File: src/include/cx_regs.svh
// Constants for the core extension register block: offsets, fields, resets, rates.
// Assumes an 8-bit internal register bus with 8-bit offsets.
`ifndef CX_REGS_SVH
`define CX_REGS_SVH

`define CX_OFS_FIRST_PTR_LOW 8'h82
`define CX_OFS_FIRST_PTR_HIGH 8'h83
`define CX_OFS_SECOND_PTR_LOW 8'h84
`define CX_OFS_SECOND_PTR_HIGH 8'h85
`define CX_OFS_PTR_SELECT 8'h86
`define CX_OFS_CLOCK_CONTROL 8'h8E
`define CX_OFS_MOVE_PAGE 8'h92
`define CX_OFS_TIMER_CONTROL 8'hC8
`define CX_OFS_RELOAD_LOW 8'hCA
`define CX_OFS_RELOAD_HIGH 8'hCB
`define CX_OFS_COUNT_LOW 8'hCC
`define CX_OFS_COUNT_HIGH 8'hCD

`define CX_RST_PTR_SELECT 8'h00
`define CX_RST_CLOCK_CONTROL 8'h01
`define CX_RST_MOVE_PAGE 8'h00
`define CX_RST_TIMER_CONTROL 8'h00
`define CX_RST_RELOAD 8'h00

`define CX_BIT_PTR_SEL 0
`define CX_BIT_FIRST_RATE 3
`define CX_BIT_THIRD_RATE 5
`define CX_MASK_CLOCK_CONTROL 8'h3F
`define CX_BIT_OVF_FLAG 7
`define CX_BIT_RX_SOURCE 5
`define CX_BIT_TX_SOURCE 4
`define CX_BIT_RUN 2

`define CX_INSTR_CLKS 4
`define CX_SLOW_CLKS 12
`define CX_BAUD_CLKS 2

`endif

File: src/include/cx_pkg.sv
// Types shared by the core extension register block.
// Assumes cx_regs.svh supplies the numeric constants.
package cx_pkg;
   typedef logic [7:0] cx_byte_t;
   typedef enum logic [1:0] {
      CX_SER_SHIFT = 2'h0,
      CX_SER_VAR8 = 2'h1,
      CX_SER_FIX9 = 2'h2,
      CX_SER_VAR9 = 2'h3
   } cx_serial_mode_e;
endpackage : cx_pkg

File: src/hdl/cx_rate_ticks.sv
// Timer step generator: one phase counter feeding three timers.
// Assumes event inputs are already synchronised single-cycle pulses.
`timescale 1ns/1ns
`default_nettype none
`include "cx_regs.svh"
module cx_rate_ticks #(
   parameter int NUM_TIMERS = 3
) (
   input wire logic clk,
   input wire logic resetn,
   input wire logic [NUM_TIMERS-1:0] fastRate,
   input wire logic [NUM_TIMERS-1:0] counterMode,
   input wire logic [NUM_TIMERS-1:0] eventPulse,
   output logic [NUM_TIMERS-1:0] step,
   output logic halfStep
);
   localparam logic [3:0] LastPhase = 4'(`CX_SLOW_CLKS - 1);
   localparam logic [1:0] LastFast = 2'(`CX_INSTR_CLKS - 1);
   logic [3:0] phase;

   always_ff @(posedge clk or negedge resetn) begin
      if (!resetn) begin
         phase <= 4'h0;
      end else if (phase == LastPhase) begin
         phase <= 4'h0;
      end else begin
         phase <= phase + 4'h1;
      end
   end

   always_ff @(posedge clk or negedge resetn) begin
      if (!resetn) begin
         halfStep <= 1'b0;
      end else begin
         halfStep <= phase[0];
      end
   end

   for (genvar i = 0; i < NUM_TIMERS; i++) begin : g_timer
      always_ff @(posedge clk or negedge resetn) begin
         if (!resetn) begin
            step[i] <= 1'b0;
         end else if (counterMode[i]) begin
            step[i] <= eventPulse[i];
         end else if (fastRate[i]) begin
            step[i] <= (phase[1:0] == LastFast);
         end else begin
            step[i] <= (phase == LastPhase);
         end
      end

   end
endmodule : cx_rate_ticks
`default_nettype wire

File: src/hdl/cx_third_timer.sv
// Sixteen-bit auto-reload timer with overflow pulse.
// Assumes step is a single-cycle pulse and writes come from the register bus.
`timescale 1ns/1ns
`default_nettype none
module cx_third_timer #(
   parameter int WIDTH = 16
) (
   input wire logic clk,
   input wire logic resetn,
   input wire logic step,
   input wire logic run,
   input wire logic [WIDTH-1:0] reloadValue,
   input wire logic writeLow,
   input wire logic writeHigh,
   input wire logic [7:0] writeData,
   output logic [WIDTH-1:0] count,
   output logic overflowPulse
);
   logic wrap;
   assign wrap = run && step && (count == '1);

   always_ff @(posedge clk or negedge resetn) begin
      if (!resetn) begin
         count <= '0;
      end else if (writeLow || writeHigh) begin
         if (writeLow) begin
            count[7:0] <= writeData;
         end
         if (writeHigh) begin
            count[WIDTH-1:8] <= writeData[WIDTH-9:0];
         end
      end else if (wrap) begin
         count <= reloadValue;
      end else if (run && step) begin
         count <= count + 1'b1;
      end
   end

   always_ff @(posedge clk or negedge resetn) begin
      if (!resetn) begin
         overflowPulse <= 1'b0;
      end else begin
         overflowPulse <= wrap && !(writeLow || writeHigh);
      end
   end
endmodule : cx_third_timer
`default_nettype wire

File: src/hdl/cx_ext_sfr.sv
// Core extension registers: dual data pointers, timer rates, move page,
// third timer control and reload, serial clock source selection.
// Assumes the instruction engine drives the register bus on clk; event pins are asynchronous.
`timescale 1ns/1ns
`default_nettype none
`include "cx_regs.svh"
module cx_ext_sfr (
   input wire logic clk,
   input wire logic resetn,
   input wire logic [7:0] sfrAddr,
   input wire logic sfrWrite,
   input wire logic sfrRead,
   input wire cx_pkg::cx_byte_t sfrWriteData,
   output cx_pkg::cx_byte_t sfrReadData,
   output logic sfrReadValid,
   output logic sfrHit,
   input wire logic dataPointerIncrement,
   input wire logic moveRequest,
   input wire logic moveIndirect,
   input wire cx_pkg::cx_byte_t moveIndexValue,
   output logic [15:0] moveAddress,
   output logic moveAddressValid,
   output logic [15:0] activeDataPointer,
   output logic [2:0] moveStretch,
   input wire logic [2:0] timerEventPin,
   input wire logic [2:0] timerCounterMode,
   output logic firstTimerStep,
   output logic secondTimerStep,
   input wire logic secondTimerOverflow,
   input wire cx_pkg::cx_serial_mode_e serialMode,
   output logic serialRxClockTick,
   output logic serialTxClockTick,
   input wire logic thirdTimerIrqEnable,
   output logic thirdTimerIrq,
   output logic overflowPulseOut
);
   //----------------------------------------------------------------
   // register storage
   //----------------------------------------------------------------
   cx_pkg::cx_byte_t firstPointerLow;
   cx_pkg::cx_byte_t firstPointerHigh;
   cx_pkg::cx_byte_t secondPointerLow;
   cx_pkg::cx_byte_t secondPointerHigh;
   logic dataPointerSelect;
   logic [5:0] timerClockControl;
   cx_pkg::cx_byte_t externalMovePage;
   cx_pkg::cx_byte_t thirdTimerControl;
   cx_pkg::cx_byte_t reloadLowByte;
   cx_pkg::cx_byte_t reloadHighByte;
   logic [15:0] thirdCount;
   logic thirdOverflow;
   logic [2:0] timerStep;
   logic halfStep;

   logic overflowFlag;
   logic rxClockSource;
   logic txClockSource;
   logic thirdTimerRun;
   logic baudMode;
   logic thirdStep;

   assign overflowFlag = thirdTimerControl[`CX_BIT_OVF_FLAG];
   assign rxClockSource = thirdTimerControl[`CX_BIT_RX_SOURCE];
   assign txClockSource = thirdTimerControl[`CX_BIT_TX_SOURCE];
   assign thirdTimerRun = thirdTimerControl[`CX_BIT_RUN];
   assign baudMode = rxClockSource || txClockSource;
   assign moveStretch = timerClockControl[2:0];

   //----------------------------------------------------------------
   // address decode
   //----------------------------------------------------------------
   function automatic logic isWrite(input logic [7:0] ofs);
      isWrite = sfrWrite && (sfrAddr == ofs);
   endfunction : isWrite

   logic mapped;
   always_comb begin
      case (sfrAddr)
         `CX_OFS_FIRST_PTR_LOW, `CX_OFS_FIRST_PTR_HIGH,
         `CX_OFS_SECOND_PTR_LOW, `CX_OFS_SECOND_PTR_HIGH,
         `CX_OFS_PTR_SELECT, `CX_OFS_CLOCK_CONTROL, `CX_OFS_MOVE_PAGE,
         `CX_OFS_TIMER_CONTROL, `CX_OFS_RELOAD_LOW, `CX_OFS_RELOAD_HIGH,
         `CX_OFS_COUNT_LOW, `CX_OFS_COUNT_HIGH: mapped = 1'b1;
         default: mapped = 1'b0;
      endcase
   end

   //----------------------------------------------------------------
   // data pointers
   //----------------------------------------------------------------
   logic [15:0] next_pointer;
   assign activeDataPointer = dataPointerSelect ? {secondPointerHigh, secondPointerLow}
                                                : {firstPointerHigh, firstPointerLow};
   assign next_pointer = activeDataPointer + 16'h0001;

   always_ff @(posedge clk or negedge resetn) begin
      if (!resetn) begin
         dataPointerSelect <= 1'b0;
      end else if (isWrite(`CX_OFS_PTR_SELECT)) begin
         dataPointerSelect <= sfrWriteData[`CX_BIT_PTR_SEL];
      end
   end

   // a bus write to a pointer byte wins over an increment in the same cycle
   always_ff @(posedge clk or negedge resetn) begin
      if (!resetn) begin
         firstPointerLow <= 8'h00;
         firstPointerHigh <= 8'h00;
      end else begin
         if (dataPointerIncrement && !dataPointerSelect) begin
            firstPointerLow <= next_pointer[7:0];
            firstPointerHigh <= next_pointer[15:8];
         end
         if (isWrite(`CX_OFS_FIRST_PTR_LOW)) begin
            firstPointerLow <= sfrWriteData;
         end
         if (isWrite(`CX_OFS_FIRST_PTR_HIGH)) begin
            firstPointerHigh <= sfrWriteData;
         end
      end
   end

   always_ff @(posedge clk or negedge resetn) begin
      if (!resetn) begin
         secondPointerLow <= 8'h00;
         secondPointerHigh <= 8'h00;
      end else begin
         if (dataPointerIncrement && dataPointerSelect) begin
            secondPointerLow <= next_pointer[7:0];
            secondPointerHigh <= next_pointer[15:8];
         end
         if (isWrite(`CX_OFS_SECOND_PTR_LOW)) begin
            secondPointerLow <= sfrWriteData;
         end
         if (isWrite(`CX_OFS_SECOND_PTR_HIGH)) begin
            secondPointerHigh <= sfrWriteData;
         end
      end
   end

   //----------------------------------------------------------------
   // clock control and move page
   //----------------------------------------------------------------
   always_ff @(posedge clk or negedge resetn) begin
      if (!resetn) begin
         timerClockControl <= 6'(`CX_RST_CLOCK_CONTROL);
      end else if (isWrite(`CX_OFS_CLOCK_CONTROL)) begin
         timerClockControl <= sfrWriteData[5:0];
      end
   end

   always_ff @(posedge clk or negedge resetn) begin
      if (!resetn) begin
         externalMovePage <= `CX_RST_MOVE_PAGE;
      end else if (isWrite(`CX_OFS_MOVE_PAGE)) begin
         externalMovePage <= sfrWriteData;
      end
   end

   // indirect moves take the page byte as the upper address
   always_ff @(posedge clk or negedge resetn) begin
      if (!resetn) begin
         moveAddress <= 16'h0000;
         moveAddressValid <= 1'b0;
      end else begin
         moveAddressValid <= moveRequest;
         if (moveRequest) begin
            moveAddress <= moveIndirect ? {externalMovePage, moveIndexValue}
                                        : activeDataPointer;
         end
      end
   end

   //----------------------------------------------------------------
   // third timer control and reload
   //----------------------------------------------------------------
   always_ff @(posedge clk or negedge resetn) begin
      if (!resetn) begin
         thirdTimerControl <= `CX_RST_TIMER_CONTROL;
      end else begin
         if (isWrite(`CX_OFS_TIMER_CONTROL)) begin
            thirdTimerControl <= sfrWriteData;
         end
         // hardware set wins over a software clear in the same cycle
         if (thirdOverflow && !baudMode) begin
            thirdTimerControl[`CX_BIT_OVF_FLAG] <= 1'b1;
         end
      end
   end

   always_ff @(posedge clk or negedge resetn) begin
      if (!resetn) begin
         reloadLowByte <= `CX_RST_RELOAD;
         reloadHighByte <= `CX_RST_RELOAD;
      end else begin
         if (isWrite(`CX_OFS_RELOAD_LOW)) begin
            reloadLowByte <= sfrWriteData;
         end
         if (isWrite(`CX_OFS_RELOAD_HIGH)) begin
            reloadHighByte <= sfrWriteData;
         end
      end
   end

   always_ff @(posedge clk or negedge resetn) begin
      if (!resetn) begin
         thirdTimerIrq <= 1'b0;
      end else begin
         thirdTimerIrq <= overflowFlag && thirdTimerIrqEnable;
      end
   end

   //----------------------------------------------------------------
   // event pin synchronisers and falling-edge detect
   //----------------------------------------------------------------
   logic [2:0] pinMeta;
   logic [2:0] pinSync;
   logic [2:0] pinLast;
   always_ff @(posedge clk or negedge resetn) begin
      if (!resetn) begin
         pinMeta <= 3'h7;
         pinSync <= 3'h7;
         pinLast <= 3'h7;
      end else begin
         pinMeta <= timerEventPin;
         pinSync <= pinMeta;
         pinLast <= pinSync;
      end
   end

   //----------------------------------------------------------------
   // timer steps and third timer
   //----------------------------------------------------------------
   cx_rate_ticks #(
      .NUM_TIMERS(3)
   ) u_rate_ticks (
      .clk(clk),
      .resetn(resetn),
      .fastRate(timerClockControl[`CX_BIT_THIRD_RATE:`CX_BIT_FIRST_RATE]),
      .counterMode(timerCounterMode),
      .eventPulse(pinLast & ~pinSync),
      .step(timerStep),
      .halfStep(halfStep)
   );

   assign firstTimerStep = timerStep[0];
   assign secondTimerStep = timerStep[1];
   assign thirdStep = baudMode ? halfStep : timerStep[2];

   cx_third_timer #(
      .WIDTH(16)
   ) u_third_timer (
      .clk(clk),
      .resetn(resetn),
      .step(thirdStep),
      .run(thirdTimerRun),
      .reloadValue({reloadHighByte, reloadLowByte}),
      .writeLow(isWrite(`CX_OFS_COUNT_LOW)),
      .writeHigh(isWrite(`CX_OFS_COUNT_HIGH)),
      .writeData(sfrWriteData),
      .count(thirdCount),
      .overflowPulse(thirdOverflow)
   );

   assign overflowPulseOut = thirdOverflow;

   //----------------------------------------------------------------
   // serial port clock source
   //----------------------------------------------------------------
   logic serialVariable;
   assign serialVariable = (serialMode == cx_pkg::CX_SER_VAR8) ||
                           (serialMode == cx_pkg::CX_SER_VAR9);

   always_ff @(posedge clk or negedge resetn) begin
      if (!resetn) begin
         serialRxClockTick <= 1'b0;
         serialTxClockTick <= 1'b0;
      end else begin
         serialRxClockTick <= serialVariable &&
            (rxClockSource ? thirdOverflow : secondTimerOverflow);
         serialTxClockTick <= serialVariable &&
            (txClockSource ? thirdOverflow : secondTimerOverflow);
      end
   end

   //----------------------------------------------------------------
   // read path
   //----------------------------------------------------------------
   cx_pkg::cx_byte_t next_readData;
   always_comb begin
      case (sfrAddr)
         `CX_OFS_FIRST_PTR_LOW: next_readData = firstPointerLow;
         `CX_OFS_FIRST_PTR_HIGH: next_readData = firstPointerHigh;
         `CX_OFS_SECOND_PTR_LOW: next_readData = secondPointerLow;
         `CX_OFS_SECOND_PTR_HIGH: next_readData = secondPointerHigh;
         `CX_OFS_PTR_SELECT: next_readData = {7'h00, dataPointerSelect};
         `CX_OFS_CLOCK_CONTROL: next_readData = {2'h0, timerClockControl};
         `CX_OFS_MOVE_PAGE: next_readData = externalMovePage;
         `CX_OFS_TIMER_CONTROL: next_readData = thirdTimerControl;
         `CX_OFS_RELOAD_LOW: next_readData = reloadLowByte;
         `CX_OFS_RELOAD_HIGH: next_readData = reloadHighByte;
         `CX_OFS_COUNT_LOW: next_readData = thirdCount[7:0];
         `CX_OFS_COUNT_HIGH: next_readData = thirdCount[15:8];
         default: next_readData = 8'h00;
      endcase
   end

   always_ff @(posedge clk or negedge resetn) begin
      if (!resetn) begin
         sfrReadData <= 8'h00;
         sfrReadValid <= 1'b0;
         sfrHit <= 1'b0;
      end else begin
         sfrReadValid <= sfrRead;
         sfrHit <= (sfrRead || sfrWrite) && mapped;
         if (sfrRead) begin
            sfrReadData <= next_readData;
         end
      end
   end

   logic timerControlWrite;
   logic countWrite;
   assign timerControlWrite = isWrite(`CX_OFS_TIMER_CONTROL);
   assign countWrite = isWrite(`CX_OFS_COUNT_LOW) || isWrite(`CX_OFS_COUNT_HIGH);
endmodule : cx_ext_sfr
`default_nettype wire

File: config.mk
export PLATFORM = sky130hd
export DESIGN_NAME = cx_ext_sfr
export DESIGN_NICKNAME = d
export VERILOG_FILES = /design/src/include/cx_pkg.sv /design/src/hdl/cx_rate_ticks.sv /design/src/hdl/cx_third_timer.sv /design/src/hdl/cx_ext_sfr.sv
export VERILOG_INCLUDE_DIRS = /design/src /design/src/include
export SDC_FILE = /design/constraint.sdc
export NUM_CORES = 1
export LEC_CHECK = 0
export ABC_AREA = 1
export BUFFER_PORTS_ARGS = -buffer_cell sky130_fd_sc_hd__buf_2
export CORE_ASPECT_RATIO = 2
export CORE_MARGIN = 1
export CORE_UTILIZATION = 45
export CTS_BUF_LIST = sky130_fd_sc_hd__clkbuf_16
export DETAILED_ROUTE_END_ITERATION = 10
export PLACE_DENSITY = 0.7
export SYNTH_ARGS = -nofsm -noshare
export SYNTH_HDL_FRONTEND = slang
export SYNTH_SLANG_ARGS = --single-unit
File: constraint.sdc
create_clock -name clk -period 1.6 [get_ports clk]
set_input_delay 0.08 -clock clk [delete_from_list [all_inputs] [get_ports clk]]
set_output_delay 0.08 -clock clk [all_outputs]
set_load 0.02 [all_outputs]
* After elaboration in Yosys (flattened, before gate mapping)
Cells that the tools add are included.
** Word-level totals
- Flip-flop bits (word level) :: 135
- Bits in latches :: 0
- Memory bits (writable) :: 0
- Bits in read-only memories :: 0
- Bits of input ports :: 41
- Word-level logic and storage cells :: 121
- Memories kept :: 0
** Cells by class
- $add $sub $neg :: 3
- Multiply operators :: 0
- Divide/modulo/power cells :: 0
- Order comparisons :: 0
- Equal/unequal tests :: 19
- Shifts and indexed selects :: 0
- Multiplexer cells :: 29
- Bitwise operators :: 2
- Reduce and logical (&&, ||, !) cells :: 38
** Operator list (count)
- 8-bit == test (second input constant) :: 12
- 8-bit one-hot mux with 12 select lines :: 1
- 8-bit 2-to-1 mux :: 11
- 16-bit 2-to-1 mux :: 5
- 16-bit by 1-bit adder with 16-bit output (second input constant) :: 2
- 1-bit logical AND :: 22
- 16-bit == test (second input constant) :: 1
- 12-bit OR reduction :: 1
- 1-bit 2-to-1 mux :: 11
- 2-bit nonzero test :: 5
- 4-bit by 1-bit adder with 4-bit output (second input constant) :: 1
- 2-bit == test (second input constant) :: 2
- 4-bit == test (second input constant) :: 1
- 1-bit logical OR :: 4
- 4-bit 2-to-1 mux :: 1
- 2-bit by 1-bit != test with 1-bit output (second input constant) :: 2
- 2-bit AND reduction :: 2
- 3-bit bitwise AND :: 1
- 1-bit zero test :: 3
- 3-bit NOT :: 1
- 3-bit nonzero test :: 1
- 2-bit by 1-bit == test with 1-bit output (second input constant) :: 1

* Longest topological paths before layout
Gate-level depths: netlist of run 1.
- Depth in word-level cells :: 6
- Gate-level depth with buffers :: 12

* Modules after synthesis
A second synthesis of run 1 with hierarchy kept.
** Unflattened totals
- Cell total of the unflattened synthesis :: 1137
- Area total of the unflattened synthesis :: 8064.0 µm²
** Modules (own cells, without submodules)
- cx_ext_sfr :: instances 1, cells an instance 857, area each 6224.7 µm²
- cx_third_timer :: instances 1, cells an instance 240, area each 1483.9 µm²
- cx_rate_ticks :: instances 1, cells an instance 40, area each 355.3 µm²

* Worst setup path after synthesis of run 1
OpenSTA, ideal clock, no wires.
- Path type :: flip-flop to flip-flop
- Start :: reg dataPointerSelect
- End :: reg firstPointerHigh[7]
- Setup time :: 118 ps
- Arrival time :: 1665 ps
- Setup slack :: -183 ps
- Cell stages (with the launch flop) :: 7
- Path buffers :: 2
- Cells stage by stage :: dfrtp_1 > buf_6 > buf_6 > o21ai_0 > nand3_1 > nand3_1 > nand2_1
** On the way
- Word-level cells in the longest chain between the ends :: 4
** Ends and longest elaborated chain
- start, declared :: RTL line cx_ext_sfr.sv:44 : logic dataPointerSelect;
- start signal, assigned :: RTL line cx_ext_sfr.sv:100 : dataPointerSelect <= sfrWriteData[`CX_BIT_PTR_SEL];
- 16-bit 2-to-1 mux :: RTL line cx_ext_sfr.sv:92 : assign activeDataPointer = dataPointerSelect ? {secondPointerHigh, secondPointerLow}
- named net activeDataPointer[15] :: RTL line cx_ext_sfr.sv:23 : output logic [15:0] activeDataPointer,
- 16-bit by 1-bit adder with 16-bit output :: RTL line cx_ext_sfr.sv:94 : assign next_pointer = activeDataPointer + 16'h0001;
- 8-bit 2-to-1 mux :: RTL line cx_ext_sfr.sv:110 : if (dataPointerIncrement && !dataPointerSelect) begin
- 8-bit 2-to-1 mux :: RTL line cx_ext_sfr.sv:117 : if (isWrite(`CX_OFS_FIRST_PTR_HIGH)) begin
- end signal, assigned :: RTL line cx_ext_sfr.sv:112 : firstPointerHigh <= next_pointer[15:8];
- end signal, assigned :: RTL line cx_ext_sfr.sv:118 : firstPointerHigh <= sfrWriteData;
- end, declared :: RTL line cx_ext_sfr.sv:41 : cx_pkg::cx_byte_t firstPointerHigh;
The timed path passes the listed nets, and every way through them passes these cells. The select of a mux whose other input is x is not followed.
A chain may end at the register's enable or synchronous reset.

* Final worst setup path of run 1
- Start :: reg dataPointerSelect
- End :: reg secondPointerHigh[0]
** On the way
- Word-level cells in the longest chain between the ends :: 4
** Ends and longest elaborated chain
- 16-bit 2-to-1 mux :: RTL line cx_ext_sfr.sv:92
- 16-bit by 1-bit adder with 16-bit output :: RTL line cx_ext_sfr.sv:94
- 8-bit 2-to-1 mux :: RTL line cx_ext_sfr.sv:128 : if (dataPointerIncrement && dataPointerSelect) begin
- 8-bit 2-to-1 mux :: RTL line cx_ext_sfr.sv:135 : if (isWrite(`CX_OFS_SECOND_PTR_HIGH)) begin
- end signal, assigned :: RTL line cx_ext_sfr.sv:130 : secondPointerHigh <= next_pointer[15:8];
- end signal, assigned :: RTL line cx_ext_sfr.sv:136 : secondPointerHigh <= sfrWriteData;
- end, declared :: RTL line cx_ext_sfr.sv:43 : cx_pkg::cx_byte_t secondPointerHigh;
Parallel ways exist; a longest one is shown, timed or not. The select of a mux whose other input is x is not followed.

==> results of run 1 <==
==> registers in the layout, indices dropped and copies added (netlist names), 6 cells and up <==
register and flops:
moveAddress 16, u_third_timer.count 16, externalMovePage 8, firstPointerHigh 8, firstPointerLow 8, reloadHighByte 8
reloadLowByte 8, secondPointerHigh 8, secondPointerLow 8, sfrReadData 8, thirdTimerControl 8, timerClockControl 6
==> cell usage after synthesis, drive strengths merged <==
master    n
a21boi    1
a21oi    22
a22oi     4
a31oi    16
buf      20
clkbuf   10
clkinv    5
dfrtp   125
dfstp    10
ha        3
inv     116
nand2   366
nand3   113
nand3b    2
nand4     8
nor2    134
nor3      3
o211ai   12
o21ai    89
o21bai    4
o221ai    2
o22ai     5
xnor2     2
xor2      9
==> how the worst max path moves through the flow <==
stage / start / end / slack, ns / depth (start not counted)
6_report: dataPointerSelect / secondPointerHigh[0] / -0.19 / 8
5_1_grt: dataPointerSelect / firstPointerHigh[4] / -0.31 / 10
3_5_place_dp: u_third_timer.count[0] / u_third_timer.count[15] / -0.28 / 11
4_1_cts: dataPointerSelect / activeDataPointer[12] / -0.12 / 4
2_1_floorplan: dataPointerSelect / secondPointerLow[6] / -0.005 / 10
3_3_place_gp: u_third_timer.count[0] / u_third_timer.count[15] / -0.26 / 11
==> stage by stage <==
step / power [mW] / worst slack [ns] / hold slack (ns) / instance area [um2]
floorplan: 6.24 / -0.00457 / -0.216 / 7900
global placement: 8.03 / -0.265 / -0.118 / 9530
CTS: 12.5 / -0.119 / 0.000909 / 10700
finish: 13.1 / -0.191 / 0.0262 / 11200
global route: 13.6 / -0.312 / 0.0347 / 11200
detailed placement: 8.05 / -0.278 / -0.116 / 9530
==> cell families after synthesis <==
family | count (synthesis) | synth area share [%]
flip-flops | 135 | 43.4
buffers and inverters | 151 | 8.27
adder cells (fa/ha/maj) | 3 | 0.481
AO/OA/AOI/OAI | 155 | 11.9
XOR/XNOR | 11 | 1.23
AND/OR/NAND/NOR | 626 | 34.7
==> power by group <==
part | internal (mW) | leakage, nW | switching, mW
logic | 2.00 | 3.55 | 2.60
clock network | 2.59 | 0.307 | 1.55
registers | 3.94 | 1.74 | 0.404
total | 8.52 | 5.60 | 4.55
==> what timing repair did <==
action | 4_1_cts | 5_1_grt
gates resized for setup | 58 | 112
hold endpoints to repair | 164 | 1
setup endpoints to repair | 49 | 61
cloned | 0 | 2
buffers inserted | 11 | 8
pin swaps | 19 | 30
hold buffers | 25 | 1
==> final cells by class <==
| type | count | area (um2) |
|---|---|---|
| multi-input cells | 795 | 4320 |
| repair buffers | 269 | 2120 |
| repair inverters | 1 | 7.51 |
| well taps | 207 | 259 |
| clock inverters | 15 | 186 |
| clock buffers | 17 | 425 |
| flip-flops and latches | 135 | 3390 |
| inverters | 121 | 468 |
| fillers | 1421 | 5670 |
==> critical path, delay by kind of cell (launching register included) <==
kind | cells | cell delay [ns]
XOR/XNOR | 1 | 0.18
AND/OR/NAND/NOR | 5 | 0.53
flip-flops | 1 | 0.49
AO/OA/AOI/OAI | 1 | 0.21
buffers and inverters | 1 | 0.23
==> metal layers <==
layer	track usage, %	up-vias	routed length (um)
met2	60.0	387	16000
met3	6.54	147	1550
li1	-	3977	-
met4	30.9	0	2940
met1	34.1	4070	9810
met5	0	-	0
==> metrics.cfg, run 1 <==
[detailed_routing]
vias=8581
route.detailed.drc=0
routed_wl_um=30300
first_iter_violations=467
wl_per_cell_um=19.4
drt-pass1-iter-count=5
viasPerCell=5.50
antenna_left=0

[clock_network]
cts_tree=yes
cts_buffer_depth=2
htreeDepth=4
numCtsBuffers=17
root_buffer=clkbuf_16
clk_pin_slew_ns=0.06
cts_num_sinks=135
clkLatencyLatePin_ns=0.43

[sta]
tightest_slew_ns=0.544
fin_crit_ns=1.79
rsz0062_at_grt=yes
setup_viol=42
drv_slew=0
hold_viol=0
slew-limit-headroom_pct=63.7
setup_tns_ns=-4.50
skew_ns=0.00858
finalWorstSetupSlack_ns=-0.191
fmax_ghz=0.558
fin_crit_sh_pct=112

[critical_path]
cpMaxStageDelayCell=dfrtp_2
critPathRequiredTime_ns=1.90
worstSetupPathType=reg -> reg
cp.arrival_ns=2.10
path_cells=clkbuf_16, o21ai_4, nand2_2, nor2_2, nand2_4, xor2_2, nand2_1, nand3_1
rr_worst_depth=8
worstSetupStartpointType=flip-flop
regToRegSetupSlack_ns=-0.19
end_kind=flip-flop
cp_max_fo=11
max_stage_delay_ns=0.49
r2r_end=secondPointerHigh[0]
r2r-start=dataPointerSelect

[power]
leakage_nw=5.60
power.density_nw_per_um2=1170
peakVddDrop_uv=864

[placed_design]
io_buffers=91
hpwlAfterDp_um=22300
gp_congestion=1.02
dp_cells=1485

[synth]
synth_fp_nets=1125
synth_top_area_share_pct=40.1
ys_ff_latch=135
syn_area_um2=7810
ys_types=38
seq_area_frac_synth_pct=43.4
synth.largest_area_cell=dfrtp_1
synth_area_leaders=dfrtp_1 40%, nand2_1 17%, nand3_1 6.9%
avgSynthCellArea_um2=7.22
ys_warn_count=0
syn_inst=1081

[finish]
drive_gt1_share_pct=32.3
finish.utilization_pct=66.4
antenna_cells=0
final_cell_count_no_fill=1560
nets=1384
layout_common_cells=315 x nand2_1, 130 x buf_4, 124 x dfrtp_1, 105 x inv_1, 100 x nor2_1
mostFrequentLayoutCell=nand2_1
syn_to_final_growth_pct=43.2

[grt]
grt_overflow_total=0
grt_pass1_vias=8429
grt_start_max_net_pins=74
grt_pass1_wl_um=45700
grt_util_all_layers_pct=34.9
antenna_found_initial=0

[job]
maxCapViolations=0

[outcome]
status=finished, violations left
violations=negative setup slack

[floorplan]
coreArea_um2=16800
rows=67
dieArea_um2=17900
start_util_pct=46.3
die_h_um=188
die_width_um=95.1
top_level_ports=93

[hold_path]
min_path_type=in -> reg
hold_depth=3
hp-start=sfrWriteData[4]
hold_end=reloadLowByte[4]

No activity file was read; power rests on OpenSTA's default activity.
==> run 2, diff against run 1 <==
--- a/config.mk
+++ b/config.mk
@@ -8,6 +8,7 @@
 export LEC_CHECK = 0
 export ABC_AREA = 1
 export BUFFER_PORTS_ARGS = -buffer_cell sky130_fd_sc_hd__buf_2
+export CAP_MARGIN = 40
 export CORE_ASPECT_RATIO = 2
 export CORE_MARGIN = 1
 export CORE_UTILIZATION = 45
==> constraint.sdc (replaced) <==
create_clock -name clk -period 1.6 [get_ports clk]
set_input_delay 0.32 -clock clk [delete_from_list [all_inputs] [get_ports clk]]
set_output_delay 0.32 -clock clk [all_outputs]
set_load 0.02 [all_outputs]
==> metrics.cfg, run 2 (synthesis results as in run 1) <==
[outcome]
status=finished, violations left
violations=negative setup slack

[clock_network]
clk_pin_slew_ns=0.06  ; about the same
root_buffer=clkbuf_16
clkLatencyLatePin_ns=0.43  ; about the same
numCtsBuffers=17  ; unchanged
htreeDepth=4  ; unchanged
cts_tree=yes
cts_num_sinks=135  ; unchanged
cts_buffer_depth=2  ; unchanged

[detailed_routing]
routed_wl_um=30900  ; +2.1%
drt-pass1-iter-count=6  ; +1
viasPerCell=5.46  ; -0.80%
antenna_left=0  ; unchanged
wl_per_cell_um=19.6  ; +0.79%
vias=8627  ; +0.54%
first_iter_violations=554  ; +19%
route.detailed.drc=0  ; unchanged

[finish]
antenna_cells=0  ; unchanged
syn_to_final_growth_pct=46.2
mostFrequentLayoutCell=nand2_1
layout_common_cells=298 x nand2_1, 158 x buf_4, 124 x dfrtp_1, 105 x inv_1, 101 x nor2_1
finish.utilization_pct=67.7  ; +1.4 points
nets=1405  ; +1.5%
reg_top3=moveAddress: 16 flops, u_third_timer.count: 16 flops
drive_gt1_share_pct=36.4  ; +4.1 points

[placed_design]
hpwlAfterDp_um=22100  ; -0.73%
post-place-ws_ns=-0.269  ; +0.00877 ns
io_buffers=91  ; unchanged
gp_congestion=1.05  ; +3.3%

[hold_path]
min_path_type=in -> reg
hp-start=thirdTimerIrqEnable
hold_end=thirdTimerIrq
hold_depth=3  ; unchanged

[sta]
setup_viol=60  ; +43%
rsz0062_at_grt=yes
setup_tns_ns=-12.79  ; -8.29 ns
fin_crit_sh_pct=125  ; +13 points
finalWorstSetupSlack_ns=-0.403  ; -0.212 ns
slew-limit-headroom_pct=61.7  ; -2.0 points
fmax_ghz=0.499  ; -11%
fin_crit_ns=2.00  ; +0.212 ns
tightest_slew_ns=0.574  ; +0.0303 ns
drv_slew=0  ; unchanged
skew_ns=0.00924  ; +0.000651 ns
hold_viol=0  ; unchanged

[grt]
grt_start_max_net_pins=43  ; -42%
grt_util_all_layers_pct=34.0  ; -0.90 points
grt_pass1_wl_um=44300  ; -3.1%
grt_overflow_total=0  ; unchanged
antenna_found_initial=1  ; +1
grt_pass1_vias=8319  ; -1.3%

[critical_path]
regToRegSetupSlack_ns=-0.40  ; -0.21 ns
cp_max_fo=5  ; -6
r2r_end=firstPointerHigh[2]
r2r-start=dataPointerSelect
worstSetupStartpointType=flip-flop
worstSetupPathType=reg -> reg
cp.arrival_ns=2.30  ; +0.20 ns
rr_worst_depth=11  ; +3
end_kind=flip-flop
critPathRequiredTime_ns=1.90  ; about the same

[power]
clkPwrFrac_pct=29.3  ; -2.3 points
power.density_nw_per_um2=1140  ; -2.2%
power_mw=13.0  ; -0.18%
switching_share_pct=35.8  ; +0.98 points
p_seq_share_pct=33.4  ; +0.2 points
p_switching_mw=4.67  ; +2.6%
intPower_mw=8.38  ; -1.7%
leakage_nw=5.84  ; +4.3%
p_comb_share_pct=37.3  ; +2.1 points
peakVddDrop_uv=1050  ; +22%

[floorplan]
die_h_um=188  ; unchanged
start_util_pct=46.3  ; unchanged
die_width_um=95.1  ; unchanged
rows=67  ; unchanged
top_level_ports=93  ; unchanged
dieArea_um2=17900  ; unchanged
coreArea_um2=16800  ; unchanged

[job]
maxCapViolations=0  ; unchanged

==> run 2: cell count changes in the layout (fill, tap and decap cells not counted), moves of 4 or more <==
cell / delta
buf_4: +28
buf_6: +13
nand2_4: +8
bufinv_16: -4
o21ai_1: -5
nand2_1: -17
dlygate4sd3_1: -21
nand2_2: +9
==> run 2: how the worst max path moves through the flow <==
stage                                      start                      end  slack [ns]  cells after the start
after global routing           dataPointerSelect      firstPointerHigh[2]       -0.48                     11
after CTS                      dataPointerSelect     activeDataPointer[9]       -0.35                      5
after global placement    u_third_timer.count[0]  u_third_timer.count[15]       -0.27                     11
after floorplan                dataPointerSelect      secondPointerLow[6]      -0.005                     10
after detailed placement  u_third_timer.count[0]  u_third_timer.count[15]       -0.27                     11
final                          dataPointerSelect      firstPointerHigh[2]       -0.40                     11
==> run 2: what timing repair did <==
item,in CTS,in global routing
endpoints found under the hold margin,34,0
setup endpoints to repair,56,61
cloned,1,2
hold buffers,4,0
gates resized for setup,77,144
buffers inserted,9,36
pin swaps,18,51
==> run 2: metrics by stage <==
stage / instance area [um2] / std cells / hold slack [ns]
floorplan: 7900 / 1081 / 0.0244
global placement: 9670 / 1501 / 0.232
detailed placement: 9670 / 1501 / 0.234
CTS: 10600 / 1546 / 0.0826
global route: 11400 / 1581 / 0.0977
finish: 11400 / 1581 / 0.0915
==> run 2: layout make-up <==
| class | count | area (um2) |
|---|---|---|
| multi-input combinational | 795 | 4400 |
| tap | 207 | 259 |
| timing repair inverter | 2 | 17.5 |
| clock inverter | 12 | 72.6 |
| timing repair buffer | 289 | 2280 |
| inverter | 121 | 487 |
| sequential | 135 | 3390 |
| fill | 1384 | 5440 |
| clock buffer | 20 | 500 |
==> run 2: power by group through the flow <==
stage	Sequential (mW)	Combinational (mW)	Clock, mW
after floorplan	4.45	1.79	0
after global placement	4.34	3.66	0
after detailed placement	4.35	3.70	0
after CTS	4.31	4.07	3.85
after global routing	4.41	5.20	3.99
final	4.36	4.87	3.82
==> run 2: metal layers <==
| metal | global-route usage (%) | routed length [um] | vias up |
|---|---|---|---|
| met5 | 0 | 0 | - |
| met4 | 32.3 | 3460 | 0 |
| met1 | 32.1 | 9850 | 4069 |
| met3 | 5.77 | 1540 | 164 |
| met2 | 59.1 | 16100 | 368 |
| li1 | - | - | 4026 |
==> run 2: worst max-delay path: stages, from the launching register on <==
cell and delay [ns]:
dfrtp_2 0.48, buf_6 0.18, clkinv_8 0.07, nand2_4 0.05
nand2_4 0.10, ha_4 0.15, nand2_4 0.05, nor2_4 0.24
buf_4 0.17, nand4_1 0.13, nand2_1 0.13, o21bai_1 0.10
